## src/verilog/tmcr_timer_regs.vh

```
// constants of the timer/counter with match and capture registers
// included by every design file of the block; definitions only
`ifndef TMCR_TIMER_REGS_VH
`define TMCR_TIMER_REGS_VH

// register indices; byte address on the bus is four times the index
`define TMCR_IDX_TIMER_CONTROL 16'hfe10
`define TMCR_IDX_PRESCALER_MATCH 16'hfe11
`define TMCR_IDX_COUNT_LOW_BYTE 16'hfe12
`define TMCR_IDX_COUNT_HIGH_BYTE 16'hfe13
`define TMCR_IDX_MATCH_DATA_LOW 16'hfe14
`define TMCR_IDX_MATCH_DATA_HIGH 16'hfe15
`define TMCR_IDX_CAPTURE_LOW_BYTE 16'hfe16
`define TMCR_IDX_CAPTURE_HIGH_BYTE 16'hfe17

// apb address width, enough for the byte address of the indices
`define TMCR_ADDR_W 18

// field positions of timer_control
`define TMCR_BIT_HIGH_RUN 7
`define TMCR_BIT_LOW_RUN 6
`define TMCR_BIT_LENGTH_SELECT 5
`define TMCR_BIT_LOW_EXT_CLOCK_SELECT 4
`define TMCR_BIT_HIGH_MATCH_FLAG 3
`define TMCR_BIT_HIGH_IRQ_ENABLE 2
`define TMCR_BIT_LOW_MATCH_FLAG 1
`define TMCR_BIT_LOW_IRQ_ENABLE 0

// reset values
`define TMCR_RST_TIMER_CONTROL 8'h00
`define TMCR_RST_PRESCALER_MATCH 8'h00
`define TMCR_RST_COUNT 8'h00
`define TMCR_RST_MATCH_DATA 8'h00
`define TMCR_RST_CAPTURE 8'h00

// highest count of one byte, where a low byte carries
`define TMCR_BYTE_MAX 8'hff

`endif

```

## src/verilog/tmcr_prescaler.v

```verilog
// programmable prescaler: divides the cycle clock by match value plus one
// assumes clk_i is the cycle clock and hold_i the system hold state
`timescale 1ns/100ps
`include "tmcr_timer_regs.vh"

module tmcr_prescaler #(
    parameter WIDTH = 8
) (
    // clock and reset
    input wire clk_i,
    input wire resetn_i,
    // control
    input wire hold_i,
    input wire restart_i,
    input wire [WIDTH-1:0] match_value_i,
    // output event
    output wire tick_o
);

    reg [WIDTH-1:0] count; // cycle clocks since last match
    reg [WIDTH-1:0] next_count; // value for the next edge

    // one pulse per match_value_i plus one cycles, none in hold
    assign tick_o = !hold_i && (count == match_value_i);

    // next count: write restarts, match restarts, hold freezes
    always @* begin
        if (restart_i) begin
            next_count = {WIDTH{1'b0}};
        end else if (hold_i) begin
            next_count = count;
        end else if (tick_o) begin
            next_count = {WIDTH{1'b0}};
        end else begin
            next_count = count + {{(WIDTH-1){1'b0}}, 1'b1};
        end
    end

    // count register
    always @(posedge clk_i or negedge resetn_i) begin
        if (!resetn_i) begin
            count <= {WIDTH{1'b0}};
        end else begin
            count <= next_count;
        end
    end

endmodule

```

## src/verilog/tmcr_byte_counter.v

```verilog
// one counter byte with its match buffer
// assumes the caller forms the tick and the match pulse
`timescale 1ns/100ps
`include "tmcr_timer_regs.vh"

module tmcr_byte_counter #(
    parameter WIDTH = 8
) (
    // clock and reset
    input wire clk_i,
    input wire resetn_i,
    // control
    input wire run_i,
    input wire tick_i,
    input wire match_i,
    input wire [WIDTH-1:0] match_data_i,
    // state
    output reg [WIDTH-1:0] count_o,
    output reg [WIDTH-1:0] match_buffer_o
);

    // count and buffer update
    always @(posedge clk_i or negedge resetn_i) begin
        if (!resetn_i) begin
            count_o <= {WIDTH{1'b0}};
            match_buffer_o <= {WIDTH{1'b0}};
        end else if (!run_i) begin
            // stopped: held at zero, buffer follows data
            count_o <= {WIDTH{1'b0}};
            match_buffer_o <= match_data_i;
        end else if (match_i) begin
            // match: back to zero, buffer reloaded
            count_o <= {WIDTH{1'b0}};
            match_buffer_o <= match_data_i;
        end else if (tick_i) begin
            count_o <= count_o + {{(WIDTH-1){1'b0}}, 1'b1};
        end
    end

endmodule

```

## src/verilog/tmcr_timer.v

```verilog
// timer/counter 0: prescaler, two counter bytes, match flags, captures
// assumes an apb master on clk_i; event and capture inputs are one
// cycle pulses already edge detected and pin selected upstream
`timescale 1ns/100ps
`include "tmcr_timer_regs.vh"

module tmcr_timer #(
    parameter WIDTH = 8
) (
    // clock and reset
    input wire clk_i,
    input wire resetn_i,
    // apb slave
    input wire psel_i,
    input wire penable_i,
    input wire pwrite_i,
    input wire [`TMCR_ADDR_W-1:0] paddr_i,
    input wire [31:0] pwdata_i,
    input wire [3:0] pstrb_i,
    output wire pready_o,
    output reg [31:0] prdata_o,
    output reg pslverr_o,
    // system state and event inputs
    input wire hold_i,
    input wire ext_event_i,
    input wire capture_low_i,
    input wire capture_high_i,
    // interrupt requests
    output wire irq_low_o,
    output wire irq_high_o
);

    // ------------------------------------------------------------
    // software visible registers
    // ------------------------------------------------------------
    reg high_run; // high byte runs
    reg low_run; // low byte runs
    reg length_select; // 1: one 16-bit counter
    reg low_ext_clock_select; // 1: low byte counts external events
    reg high_match_flag; // sticky high match
    reg high_irq_enable; // high request enable
    reg low_match_flag; // sticky low match
    reg low_irq_enable; // low request enable
    reg [WIDTH-1:0] prescaler_match; // prescaler match value
    reg [WIDTH-1:0] match_data_low; // low match data
    reg [WIDTH-1:0] match_data_high; // high match data
    reg [WIDTH-1:0] capture_low_byte; // captured low count
    reg [WIDTH-1:0] capture_high_byte; // captured high count

    // ------------------------------------------------------------
    // internal nets
    // ------------------------------------------------------------
    wire [WIDTH-1:0] count_low_byte; // low counter value
    wire [WIDTH-1:0] count_high_byte; // high counter value
    wire [WIDTH-1:0] buffer_low; // low match buffer
    wire [WIDTH-1:0] buffer_high; // high match buffer
    wire prescaler_tick; // prescaler match pulse
    wire low_tick; // low byte count clock
    wire high_tick; // high byte count clock
    wire low_carry; // low byte wraps in 16-bit mode
    wire low_equal; // low count equals its buffer
    wire high_equal; // high count equals its buffer
    wire wide_match; // 16-bit match pulse
    wire low_match; // low match signal
    wire high_match; // high match signal
    wire [15:0] word_index; // word index of the access
    wire setup; // apb setup cycle
    wire access; // apb access cycle
    wire write_en; // write takes effect now
    wire prescaler_write; // write to prescaler_match
    wire control_write; // write to timer_control
    reg mapped; // index hits a register
    reg [WIDTH-1:0] read_value; // data of addressed register
    wire [WIDTH-1:0] control_value; // timer_control as read

    // ------------------------------------------------------------
    // apb decode
    // ------------------------------------------------------------

    // word index from the byte address
    assign word_index = paddr_i[17:2];

    // phases of a transfer
    assign setup = psel_i && !penable_i;
    assign access = psel_i && penable_i;

    // zero wait states: every access completes at once
    assign pready_o = 1'b1;

    // writes only through lane 0, where the 8-bit data sits
    assign write_en = access && pwrite_i && pstrb_i[0] && mapped;

    // per register write strobes
    assign control_write = write_en &&
        (word_index == `TMCR_IDX_TIMER_CONTROL);
    assign prescaler_write = write_en &&
        (word_index == `TMCR_IDX_PRESCALER_MATCH);

    // timer_control as software reads it
    assign control_value = {high_run, low_run, length_select,
        low_ext_clock_select, high_match_flag, high_irq_enable,
        low_match_flag, low_irq_enable};

    // read mux and map check
    always @* begin
        mapped = 1'b1;
        read_value = {WIDTH{1'b0}};
        case (word_index)
            `TMCR_IDX_TIMER_CONTROL: begin
                read_value = control_value;
            end
            `TMCR_IDX_PRESCALER_MATCH: begin
                read_value = prescaler_match;
            end
            `TMCR_IDX_COUNT_LOW_BYTE: begin
                read_value = count_low_byte;
            end
            `TMCR_IDX_COUNT_HIGH_BYTE: begin
                read_value = count_high_byte;
            end
            `TMCR_IDX_MATCH_DATA_LOW: begin
                read_value = match_data_low;
            end
            `TMCR_IDX_MATCH_DATA_HIGH: begin
                read_value = match_data_high;
            end
            `TMCR_IDX_CAPTURE_LOW_BYTE: begin
                read_value = capture_low_byte;
            end
            `TMCR_IDX_CAPTURE_HIGH_BYTE: begin
                read_value = capture_high_byte;
            end
            default: begin
                // unmapped: reads zero, answers with an error
                mapped = 1'b0;
            end
        endcase
    end

    // read data and error captured in the setup cycle
    always @(posedge clk_i or negedge resetn_i) begin
        if (!resetn_i) begin
            prdata_o <= 32'h0000_0000;
            pslverr_o <= 1'b0;
        end else if (setup) begin
            // writes return zero data
            prdata_o <= pwrite_i ? 32'h0000_0000 :
                {{(32-WIDTH){1'b0}}, read_value};
            pslverr_o <= !mapped;
        end
    end

    // ------------------------------------------------------------
    // writable registers
    // ------------------------------------------------------------

    // timer_control, prescaler and match data registers
    always @(posedge clk_i or negedge resetn_i) begin
        if (!resetn_i) begin
            high_run <= 1'b0;
            low_run <= 1'b0;
            length_select <= 1'b0;
            low_ext_clock_select <= 1'b0;
            high_irq_enable <= 1'b0;
            low_irq_enable <= 1'b0;
            prescaler_match <= `TMCR_RST_PRESCALER_MATCH;
            match_data_low <= `TMCR_RST_MATCH_DATA;
            match_data_high <= `TMCR_RST_MATCH_DATA;
        end else if (write_en) begin
            case (word_index)
                `TMCR_IDX_TIMER_CONTROL: begin
                    high_run <= pwdata_i[`TMCR_BIT_HIGH_RUN];
                    low_run <= pwdata_i[`TMCR_BIT_LOW_RUN];
                    length_select <=
                        pwdata_i[`TMCR_BIT_LENGTH_SELECT];
                    low_ext_clock_select <=
                        pwdata_i[`TMCR_BIT_LOW_EXT_CLOCK_SELECT];
                    high_irq_enable <=
                        pwdata_i[`TMCR_BIT_HIGH_IRQ_ENABLE];
                    low_irq_enable <=
                        pwdata_i[`TMCR_BIT_LOW_IRQ_ENABLE];
                end
                `TMCR_IDX_PRESCALER_MATCH: begin
                    prescaler_match <= pwdata_i[WIDTH-1:0];
                end
                `TMCR_IDX_MATCH_DATA_LOW: begin
                    match_data_low <= pwdata_i[WIDTH-1:0];
                end
                `TMCR_IDX_MATCH_DATA_HIGH: begin
                    match_data_high <= pwdata_i[WIDTH-1:0];
                end
                default: begin
                    // counters and captures ignore writes
                end
            endcase
        end
    end

    // ------------------------------------------------------------
    // match flags
    // ------------------------------------------------------------

    // sticky flags: a match beats a clearing write in the same cycle;
    // writing 1 leaves a flag as it is, writing 0 clears it
    always @(posedge clk_i or negedge resetn_i) begin
        if (!resetn_i) begin
            high_match_flag <= 1'b0;
            low_match_flag <= 1'b0;
        end else begin
            if (high_match) begin
                high_match_flag <= 1'b1;
            end else if (control_write &&
                !pwdata_i[`TMCR_BIT_HIGH_MATCH_FLAG]) begin
                high_match_flag <= 1'b0;
            end
            if (low_match) begin
                low_match_flag <= 1'b1;
            end else if (control_write &&
                !pwdata_i[`TMCR_BIT_LOW_MATCH_FLAG]) begin
                low_match_flag <= 1'b0;
            end
        end
    end

    // interrupt requests as levels
    assign irq_high_o = high_irq_enable && high_match_flag;
    assign irq_low_o = low_irq_enable && low_match_flag;

    // ------------------------------------------------------------
    // prescaler
    // ------------------------------------------------------------

    // cycle clock divider, restarted by any prescaler write
    tmcr_prescaler #(
        .WIDTH(WIDTH)
    ) u_prescaler (
        .clk_i(clk_i),
        .resetn_i(resetn_i),
        .hold_i(hold_i),
        .restart_i(prescaler_write),
        .match_value_i(prescaler_match),
        .tick_o(prescaler_tick)
    );

    // ------------------------------------------------------------
    // count clocks and match signals
    // ------------------------------------------------------------

    // low clock: prescaler or one-cycle external event pulse
    assign low_tick = low_ext_clock_select ?
        ext_event_i : prescaler_tick;

    // byte compares against the match buffers
    assign low_equal = (count_low_byte == buffer_low);
    assign high_equal = (count_high_byte == buffer_high);

    // 16-bit match needs all sixteen bits on a low count clock
    assign wide_match = length_select && low_run && low_tick &&
        low_equal && high_equal;

    // low byte wraps into the high byte in 16-bit mode
    assign low_carry = low_tick && low_run &&
        (count_low_byte == `TMCR_BYTE_MAX) && !wide_match;

    // high clock: prescaler alone, or low carries when 16-bit
    assign high_tick = length_select ?
        low_carry : prescaler_tick;

    // match signals; in 16-bit mode both come from the wide compare
    assign low_match = length_select ? wide_match :
        (low_run && low_tick && low_equal);
    assign high_match = length_select ? (wide_match && high_run) :
        (high_run && high_tick && high_equal);

    // ------------------------------------------------------------
    // counter bytes
    // ------------------------------------------------------------

    // low counter and buffer
    tmcr_byte_counter #(
        .WIDTH(WIDTH)
    ) u_low (
        .clk_i(clk_i),
        .resetn_i(resetn_i),
        .run_i(low_run),
        .tick_i(low_tick),
        .match_i(low_match),
        .match_data_i(match_data_low),
        .count_o(count_low_byte),
        .match_buffer_o(buffer_low)
    );

    // high counter and buffer
    tmcr_byte_counter #(
        .WIDTH(WIDTH)
    ) u_high (
        .clk_i(clk_i),
        .resetn_i(resetn_i),
        .run_i(high_run),
        .tick_i(high_tick),
        .match_i(high_match),
        .match_data_i(match_data_high),
        .count_o(count_high_byte),
        .match_buffer_o(buffer_high)
    );

    // ------------------------------------------------------------
    // capture registers
    // ------------------------------------------------------------

    // captures take the counter value before this edge's update
    always @(posedge clk_i or negedge resetn_i) begin
        if (!resetn_i) begin
            capture_low_byte <= `TMCR_RST_CAPTURE;
            capture_high_byte <= `TMCR_RST_CAPTURE;
        end else begin
            // low: own trigger, or high trigger in 16-bit mode
            if (length_select ? capture_high_i : capture_low_i) begin
                capture_low_byte <= count_low_byte;
            end
            // high: always its own trigger
            if (capture_high_i) begin
                capture_high_byte <= count_high_byte;
            end
        end
    end

endmodule

```

## config.mk

```make
export PLATFORM = sky130hd
export DESIGN_NAME = tmcr_timer
export DESIGN_NICKNAME = d
export VERILOG_FILES = /design/src/verilog/tmcr_prescaler.v /design/src/verilog/tmcr_byte_counter.v /design/src/verilog/tmcr_timer.v
export VERILOG_INCLUDE_DIRS = /design/src /design/src/verilog
export SDC_FILE = /design/constraint.sdc
export NUM_CORES = 1
export LEC_CHECK = 0
export ABC_AREA = 1
export BUFFER_PORTS_ARGS = -buffer_cell sky130_fd_sc_hd__buf_2
export CAP_MARGIN = 20
export CORE_MARGIN = 3
export CORE_UTILIZATION = 45
export DETAILED_ROUTE_END_ITERATION = 8
export PLACE_DENSITY_LB_ADDON = 0.25
export SYNTH_ARGS = -nofsm -noshare
export SYNTH_HDL_FRONTEND = slang
export SYNTH_HIERARCHICAL = 1
export SYNTH_SLANG_ARGS = --single-unit
```

## constraint.sdc

```tcl
create_clock -name clk_i -period 2.2 [get_ports clk_i]
set_input_delay 0.44 -clock clk_i [delete_from_list [all_inputs] [get_ports clk_i]]
set_output_delay 0.44 -clock clk_i [all_outputs]
set_load 0.05 [all_outputs]
```

* Word-level counts from Yosys, hierarchy flattened *
Cells that the tools add are included.
Widths: inputs -> output; s select.

word-level totals
  register bits after elaboration = 121
  bits of input ports = 63
  output and inout bits = 36

cells by class
  add/sub/neg operators = 3
  eq/ne operators = 17
  multiplexer cells = 25
  reduce and logical (&&, ||, !) cells = 36

operators with widths
  operator              number
  $eq 16x16->1 const B  8
  $mux 8                14
  $pmux 8 s8            1
  $add 8x1->8 const B   3
  $eq 8x8->1            3
  $logic_and 1x1->1     23
  $mux 1                10
  $eq 8x8->1 const B    1
  $reduce_and 2->1      4
  $reduce_or 8->1       1
  $logic_not 1->1       6
  $ne 2x1->1 const B    3
  $ne 3x1->1 const B    2
  $reduce_bool 2->1     2

* Longest topological paths before layout *
Gate-level depths: netlist of the first run.

  depth in word-level cells = 14
  depth in mapped cells = 21
  depth with buffers taken out = 20

* By module *
Netlist of the first run, hierarchy kept.

by module, submodules not included
  module             instances  cells an instance  area each (µm²)  seq. area each (µm²)
  tmcr_timer         1          509                3733.6           1426.4
  tmcr_byte_counter  2          85                 705.7            400.4
  tmcr_prescaler     1          67                 531.8            200.2

* Worst setup path after synthesis of the first run *
Ideal clock, no wire load.

  path type = input-to-reg
  from = in paddr_i[17]
  to = reg u_prescaler.count[7]
  library setup time = 0.116 ns
  arrival = 2.240 ns
  data required time = 2.084 ns
  slack = -0.156 ns
  cell stages on the path = 21
  cell sequence = nand2_1 -> inv_1 -> nand2_1 -> nor2_4 -> buf_2 -> buf_2 -> nand3_1 -> nand2_1 -> nor2_1 -> nand2_1 -> nand2_1 -> nor2_1 -> inv_2 -> nand2_1 -> inv_2 -> nor2_4 -> nand3_2 -> nor2_1 -> nand2_1 -> nand2_1 -> nor2_2

on the way
  word-level cells in the longest chain between the ends = 6
  elaborated cells on any way between the ends = 14
  those cells by class = 9 x eq/ne; 2 x mux; 3 x reduce/logical

RTL lines
  what                                                          line                 RTL
  from (decl)                                                   tmcr_timer.v:17      input wire [`TMCR_ADDR_W-1:0] paddr_i,
  $eq 16x16->1                                                  tmcr_timer.v:108     case (word_index)
  $reduce_or 8->1 (no source line)                              n/a
  $mux 1                                                        tmcr_timer.v:108
  $logic_and 1x1->1                                             tmcr_timer.v:91      assign write_en = access && pwrite_i && pstrb_i[0] && mapped;
  $logic_and 1x1->1 (*)                                         tmcr_timer.v:96      assign prescaler_write = write_en &&
  via prescaler_write                                           tmcr_timer.v:70      wire prescaler_write;
  $ne 2x1->1 (no source line) / $mux 8 (equally long branches)  n/a
  to (signal assigned)                                          tmcr_prescaler.v:42  count <= {WIDTH{1'b0}};
  to (signal assigned)                                          tmcr_prescaler.v:44  count <= next_count;
  to (decl)                                                     tmcr_prescaler.v:20  reg [WIDTH-1:0] count;

The timed path passes the listed nets; every way through them passes the cells marked *.
A chain may end at the register's enable or synchronous reset.

* Worst setup path after layout of the first run *
  from = reg prescaler_match[5]
  to = reg u_high.count_o[0]

on the way
  word-level cells in the longest chain between the ends = 14
  elaborated cells on any way between the ends = 18
  those cells by class = 2 x eq/ne; 5 x mux; 11 x reduce/logical

RTL lines
  what                            line                    RTL
  from (decl)                     tmcr_timer.v:44         reg [WIDTH-1:0] prescaler_match;
  from (signal assigned)          tmcr_timer.v:166        prescaler_match <= `TMCR_RST_PRESCALER_MATCH;
  from (signal assigned)          tmcr_timer.v:184        prescaler_match <= pwdata_i[WIDTH-1:0];
  $eq 8x8->1 (*)                  tmcr_prescaler.v:24     assign tick_o = !hold_i && (count == match_value_i);
  $logic_and 1x1->1 (*)           tmcr_prescaler.v:24
  via prescaler_tick              tmcr_timer.v:57         wire prescaler_tick;
  $mux 1                          tmcr_timer.v:250        assign low_tick = low_ext_clock_select ?
  $logic_and 1x1->1 (2 in a row)  tmcr_timer.v:258        assign wide_match = length_select && low_run && low_tick &&
  $logic_and 1x1->1               tmcr_timer.v:259        low_equal && high_equal;
  $logic_not 1->1                 tmcr_timer.v:263        (count_low_byte == `TMCR_BYTE_MAX) && !wide_match;
  $logic_and 1x1->1               tmcr_timer.v:262        assign low_carry = low_tick && low_run &&
  $mux 1                          tmcr_timer.v:266        assign high_tick = length_select ?
  $logic_and 1x1->1 (2 in a row)  tmcr_timer.v:273        (high_run && high_tick && high_equal);
  $mux 1 (*)                      tmcr_timer.v:272        assign high_match = length_select ? (wide_match && high_run) :
  via high_match                  tmcr_timer.v:65         wire high_match;
  $mux 8                          tmcr_byte_counter.v:31  end else if (match_i) begin
  $mux 8                          tmcr_byte_counter.v:27  end else if (!run_i) begin
  to (signal assigned)            tmcr_byte_counter.v:29  count_o <= {WIDTH{1'b0}};
  to (signal assigned)            tmcr_byte_counter.v:33  count_o <= {WIDTH{1'b0}};
  to (signal assigned)            tmcr_byte_counter.v:36  count_o <= count_o + {{(WIDTH-1){1'b0}}, 1'b1};
  to (decl)                       tmcr_byte_counter.v:18  output reg [WIDTH-1:0] count_o,

Marked as above.

==> results.py, run 1 <==
metrics = {
    "critical_path": {
        "required_ns": 2.47,
        "cp_slowest_stage_delay_ns": 0.40,
        "cp_data_arrival_time_ns": 2.48,
        "endpoint_kind": "flop",
        "crit_chain": "xnor2_1 > nand2_1 > nor2_4 > nand3_2 > inv_2 > buf_4 > buf_4 > buf_4 > nand3_1 > nand2_2 > nand2_2 > inv_2 > nor2_4 > clkbuf_16 > nand2_2 > nor2_1",
        "critical_path_peak_fanout": 6,
        "start_kind": "flop",
        "slowest_stage": "dfrtp_1",
        "cpLargestDelayFamily": "simple AND/OR/NAND/NOR gates",
        "r2r_slack_ns": -0.003,
        "path_class": "flop to flop",
        "cp_num_buf_inv": 6,
    },
    "grt": {
        "grt_pass1_vias": 4827,
        "grt_pass1_wl_mm": 24.1,
        "grtUsageTotal_pct": 21.4,
        "antenna_found_initial": 0,
        "grt_max_degree": 42,
        "grt_remaining_overflow": 0,
    },
    "cells_and_area": {
        "nets": 917,
        "post_layout_nonfiller_instances": 1024,
        "stdcell_area_um2": 6920,
        "final_layout_size_suffix_gt1_share_pct": 27.1,
        "multi_input_area_um2": 2930,
        "n_antenna_cell": 0,
        "regArea_um2": 2430,
        "fill_cells": 1145,
        "utilization_pct": 56.9,
        "area_delta_synth_final_pct": 21.9,
    },
    "synth": {
        "ys_seq_area_share_pct": 42.8,
        "synthCells": 746,
        "ys_types": 35,
        "synth_area_um2": 5680,
        "avgSynthCellArea_um2": 7.61,
        "ys_ff_latch": 97,
        "ys_warn_count": 6,
    },
    "timing": {
        "period_minus_slack_ns": 2.20,
        "setup_tns_ns": -0.00312,
        "max_slew_margin_pct": 62.3,
        "worstMarginPinSlew_ns": 0.565,
        "fin_skew_ns": 0.00561,
        "rsz0062_at_grt": "yes",
        "post-route-period-util_pct": 100,
        "fmax_mhz": 454,
        "hold_viol_final": 0,
        "slew_violations": 0,
        "setup_violations": 1,
        "holdWs_ns": 0.0740,
        "fin_ws_ns": -0.00312,
    },
    "place": {
        "dp_worst_setup_slack_ns": -0.192,
        "dp_cells": 1000,
        "portBuffers": 44,
        "place_area_um2": 6400,
        "dp_hpwl_mm": 11.2,
        "place.gp.congestion": 0.901,
    },
    "die": {
        "dieArea_um2": 14000,
        "row_count": 40,
        "start_util_pct": 46.7,
        "die_w_um": 118,
        "boundaryPins": 99,
        "die_h_um": 118,
        "core_um2": 12200,
    },
    "power_and_ir_drop": {
        "power.total_mw": 3.82,
        "vdd_drop_max_mv": 0.356,
        "p_per_area_nw_per_um2": 552,
        "power.leakage_nw": 3.63,
    },
    "outcome": {
        "failed_checks": "setup timing",
        "outcome": "finished with violations",
    },
    "hold_path": {
        "worstHoldPathType": "input pin to async pin",
    },
    "clock_tree": {
        "clock_path_buffers": 2,
        "cts_buffers": 9,
        "path_clk_slew_ns": 0.07,
        "cts-htree-levels": 3,
        "clkSinkCount": 97,
        "insertion_delay_ns": 0.35,
        "cts_tree": "done",
        "root_buffer": "clkbuf_16",
    },
    "routing": {
        "drc_errors": 0,
        "wl_per_cell_um": 14.5,
        "drtAntennaViolNets": 0,
        "drtIter0Drc": 401,
        "drt-total-wl_mm": 14.8,
        "vias": 5036,
        "dr.pass1.iters": 5,
        "via_per_inst": 4.92,
    },
    "flow_run": {
        "drv_cap": 0,
    },
}
==> sequential cells by signal, indices dropped and copies added, names as in the netlist, 8 cells and up <==
name,cells
u_prescaler/count,8
match_data_low,8
u_high/count_o,8
u_low/count_o,8
prescaler_match,8
u_low/match_buffer_o,8
match_data_high,8
prdata_o,8
u_high/match_buffer_o,8
capture_high_byte,8
capture_low_byte,8
==> cell type report <==
cell class	count	area share (%)
clock buffers	12	3.71
clock inverters	4	0.398
repair buffers	108	11.2
inverters	78	4.23
multi-input cells	557	42.4
flip-flops and latches	97	35.1
well taps	168	3.04
==> Yosys cell counts <==
cell / number / share of area, %
buf_6: 2 / 0.40
inv_1: 71 / 4.7
xor2_1: 10 / 1.5
a21oi_1: 22 / 1.9
nand2_8: 1 / 0.35
buf_2: 8 / 0.71
nor3_1: 3 / 0.26
dfrtp_1: 97 / 43
inv_2: 5 / 0.33
nand3_2: 5 / 0.88
nand2_1: 240 / 16
nor2_4: 13 / 2.6
clkbuf_1: 2 / 0.13
nand3_4: 1 / 0.31
o211ai_1: 1 / 0.13
nand3b_2: 1 / 0.20
nand2_2: 11 / 1.2
o21ai_0: 32 / 2.8
nand4_1: 10 / 1.1
xnor2_1: 14 / 2.2
o21bai_2: 1 / 0.20
conb_1: 2 / 0.13
nor2_8: 1 / 0.35
ha_1: 3 / 0.66
nor2_1: 67 / 4.4
o21ai_2: 14 / 2.2
and3_1: 1 / 0.11
buf_4: 25 / 3.3
nand2_4: 1 / 0.20
mux2_2: 5 / 0.99
nor2_2: 11 / 1.2
or2_2: 2 / 0.22
nand3b_1: 1 / 0.13
clkinv_1: 2 / 0.13
nand3_1: 61 / 5.4
==> report_power, final <==
part	leakage (nW)	internal (mW)	switching, mW	total, mW
Sequential	1.35	1.80	0.00919	1.81
Combinational	2.14	0.166	0.335	0.501
Clock	0.143	0.829	0.682	1.51
Total	3.63	2.79	1.03	3.82
==> kinds of logic after synthesis <==
kind of cell / synth area share (%)
mux: 0.992
buf+inv: 9.70
other cells: 0.132
flops: 42.8
fa+ha+maj: 0.661
simple gates: 34.8
xor+xnor: 3.70
compound gates: 7.25
==> placed cells by master (no fill, tap or decap), types with 13 or more instances in the layout <==
master	Yosys	routed
xnor2_1	14	14
nor2_1	67	62
nand2_1	240	223
a21oi_1	22	18
o21ai_2	14	16
conb_1	2	25
nand3_1	61	58
nand2_2	11	24
o21ai_0	32	28
nor2_4	13	16
dfrtp_1	97	97
buf_2	8	43
buf_4	25	57
nor2_2	11	13
inv_1	71	66
==> worst reg2reg max path: cells and delay by family, from the launching register on <==
kind / cells / cell delay (ns)
buffers and inverters: 6 / 0.69
and+or+nand+nor: 9 / 0.92
xor gates and xnor gates: 1 / 0.13
DFF: 1 / 0.40
==> metal layers <==
metal / vias to the layer above / GRT usage (%) / part of all wire (%)
met1: 2358 / 29.3 / 46
met5: - / 0 / 0
met2: 149 / 34.6 / 48
met3: 21 / 3.30 / 4.9
li1: 2508 / - / -
met4: 0 / 7.69 / 1.8
==> what timing repair did <==
| action | 4_1_cts | 5_1_grt |
|---|---|---|
| pin swaps | 9 | 27 |
| setup buffers | 5 | 2 |
| gates cloned | 0 | 1 |
| setup endpoints to repair | 28 | 27 |
| endpoints found under the hold margin | 0 | 0 |
| hold buffers | 0 | 0 |
| resized for setup | 15 | 38 |
==> worst paths after layout <==
| check | cells after the start | start | to |
|---|---|---|---|
| setup / recovery | 16 | prescaler_match[5] | u_high/count_o[0] |
| hold reg to reg | 2 | prdata_o[7] | prdata_o[7] |
| hold / removal | 1 | resetn_i | u_high/count_o[6] |
| min in group clk_i | 3 | pwdata_i[4] | match_data_low[4] |
| setup reg to reg | 16 | prescaler_match[5] | u_high/count_o[0] |
| max in group asynchronous | 2 | resetn_i | u_low/count_o[5] |
Note: power is estimated with default switching activity, not from simulation.
==> run 2, diff against run 1 <==
--- a/config.mk
+++ b/config.mk
@@ -11,6 +11,7 @@
 export CAP_MARGIN = 20
 export CORE_MARGIN = 3
 export CORE_UTILIZATION = 45
+export CTS_BUF_LIST = sky130_fd_sc_hd__clkbuf_16
 export DETAILED_ROUTE_END_ITERATION = 8
 export PLACE_DENSITY_LB_ADDON = 0.25
 export SYNTH_ARGS = -nofsm -noshare
==> results.py, run 2 (same netlist as run 1, synthesis figures left out) <==
metrics = {
    "outcome": {
        "outcome": "complete, no violations",
    },
    "clock_tree": {
        "cts_hold_buf": 0,
        "insertion_delay_ns": 0.35,
        "path_clk_slew_ns": 0.07,
        "clkSinkCount": 97,
        "cts_buffers": 9,
        "cts_tree": "done",
        "cts-htree-levels": 3,
        "root_buffer": "clkbuf_16",
        "clock_path_buffers": 2,
    },
    "die": {
        "die_w_um": 118,
        "row_count": 40,
        "die_h_um": 118,
        "dieArea_um2": 14000,
        "start_util_pct": 46.7,
        "core_um2": 12200,
        "boundaryPins": 99,
    },
    "power_and_ir_drop": {
        "p_comb_share_pct": 13.3,
        "sw_frac_of_total_pct": 27.3,
        "p_switching_mw": 1.02,
        "pwr-share-seq_pct": 48.4,
        "clkPwrFrac_pct": 38.3,
        "p_per_area_nw_per_um2": 542,
        "power.leakage_nw": 3.61,
        "power.total_mw": 3.74,
        "internal_power_mw": 2.72,
        "vdd_drop_max_mv": 0.356,
    },
    "routing": {
        "dr.pass1.iters": 5,
        "wl_per_cell_um": 14.3,
        "drtAntennaViolNets": 0,
        "via_per_inst": 4.87,
        "drtIter0Drc": 380,
        "drc_errors": 0,
        "drt-total-wl_mm": 14.6,
        "vias": 4984,
    },
    "timing": {
        "rsz0062_at_grt": "yes",
        "fmax_mhz": 456,
        "setup_violations": 0,
        "period_minus_slack_ns": 2.19,
        "fin_skew_ns": 0.00611,
        "max_slew_margin_pct": 62.5,
        "worstMarginPinSlew_ns": 0.562,
        "slew_violations": 0,
        "hold_viol_final": 0,
        "post-route-period-util_pct": 99.6,
    },
    "cells_and_area": {
        "post_layout_nonfiller_instances": 1024,
        "final_layout_size_suffix_gt1_share_pct": 26.8,
        "n_antenna_cell": 0,
        "final_cell_mix": "nand2_1 (224), dfrtp_1 (97), inv_1 (67)",
        "final_common_cell": "nand2_1",
        "fill_cells": 1148,
        "multi_input_area_um2": 2920,
        "area_delta_synth_final_pct": 21.3,
        "nets": 917,
        "regArea_um2": 2430,
        "stdcell_area_um2": 6890,
    },
    "grt": {
        "grtUsageTotal_pct": 21.4,
        "grt_pass1_vias": 4800,
        "grt_max_degree": 42,
        "antenna_found_initial": 0,
        "grt_pass1_wl_mm": 24.0,
        "grt_remaining_overflow": 0,
    },
    "critical_path": {
        "r2r_slack_ns": 0.008,
        "critical_path_peak_fanout": 4,
        "startpoint": "prescaler_match[7]",
        "rr_endpoint": "u_high/count_o[1]",
        "path_class": "flop to flop",
        "slowest_stage": "dfrtp_1",
        "crit_chain": "xnor2_1 > nand2_1 > nor2_4 > nand3_2 > inv_2 > o21ai_2 > nor2_1 > nand3_1 > nor2_2 > nand2_2 > nand4_1 > nand2_4 > buf_6 > o21ai_4 > a21oi_2",
        "required_ns": 2.44,
        "cp_slowest_stage_delay_ns": 0.39,
        "r2r-start": "prescaler_match[7]",
        "endpoint_kind": "flop",
        "cp_data_arrival_time_ns": 2.43,
        "r2r_cells": 15,
        "start_kind": "flop",
    },
    "place": {
        "dp_hpwl_mm": 11.2,
        "place_area_um2": 6400,
        "portBuffers": 44,
        "place.gp.congestion": 0.901,
        "dp_cells": 1000,
    },
    "flow_run": {
        "drv_cap": 0,
    },
    "hold_path": {
        "worstHoldPathType": "input pin to async pin",
    },
}
run 2: cell types whose count changed in the layout (fill, tap and decap cells not counted), sizes merged:
cell	change
clkbuf	-3
clkinv	+2
inv	+1
run 2: per-layer routing:
layer / global-route usage, % / vias up / wire [um]
met5: 0 / - / 0
met4: 7.69 / 0 / 295
met3: 3.30 / 23 / 661
met2: 34.3 / 127 / 6870
met1: 29.4 / 2328 / 6830
li1: - / 2506 / -
run 2: layout make-up:
| class | count | area share [%] |
|---|---|---|
| inverters | 78 | 4.25 |
| multi-input cells | 557 | 42.5 |
| repair buffers | 108 | 11.2 |
| flip-flops and latches | 97 | 35.2 |
| clock buffers | 9 | 3.27 |
| clock inverters | 7 | 0.563 |
| well taps | 168 | 3.05 |
run 2: timing repair:
action	4_1_cts	5_1_grt
endpoints found under the setup margin	28	27
cloned	0	1
pin swaps	9	28
buffers inserted	5	2
resized for setup	15	35
hold endpoints to repair	0	0
run 2: per-stage QoR:
stage	setup slack (ns)	util [%]	TNS, ns	hold WS [ns]
floorplan	-0.0169	-	-0.0169	0.144
global placement	-0.153	52.6	-3.23	0.459
detailed placement	-0.192	52.6	-4.55	0.462
CTS	-0.00194	55.4	-0.00194	0.0903
global route	-0.175	56.6	-1.93	0.107
finish	0.00845	56.6	0	0.0736
run 2: worst max path at each step:
stage,to,slack [ns],depth (start not counted)
2_1_floorplan,u_prescaler/count[7],-0.02,21
3_3_place_gp,u_low/match_buffer_o[1],-0.15,15
3_5_place_dp,u_low/match_buffer_o[5],-0.19,15
4_1_cts,u_high/count_o[4],-0.002,16
5_1_grt,u_high/count_o[4],-0.18,16
6_report,u_high/count_o[1],0.008,15
run 2: power groups by stage:
stage | logic (mW) | clock network [mW] | registers [mW]
3_5_place_dp | 0.423 | 0 | 1.84
5_1_grt | 0.540 | 1.54 | 1.81
6_report | 0.497 | 1.43 | 1.81
2_1_floorplan | 0.265 | 0 | 1.85
3_3_place_gp | 0.411 | 0 | 1.84
4_1_cts | 0.461 | 1.46 | 1.81
run 2: critical path, delay by kind of cell (launching register included):
kind	cells	cell delay (ns)
and+or+nand+nor	9	1.05
DFF	1	0.39
AOI/OAI and AO/OA	3	0.25
buffers and inverters	2	0.24
xor gates and xnor gates	1	0.16
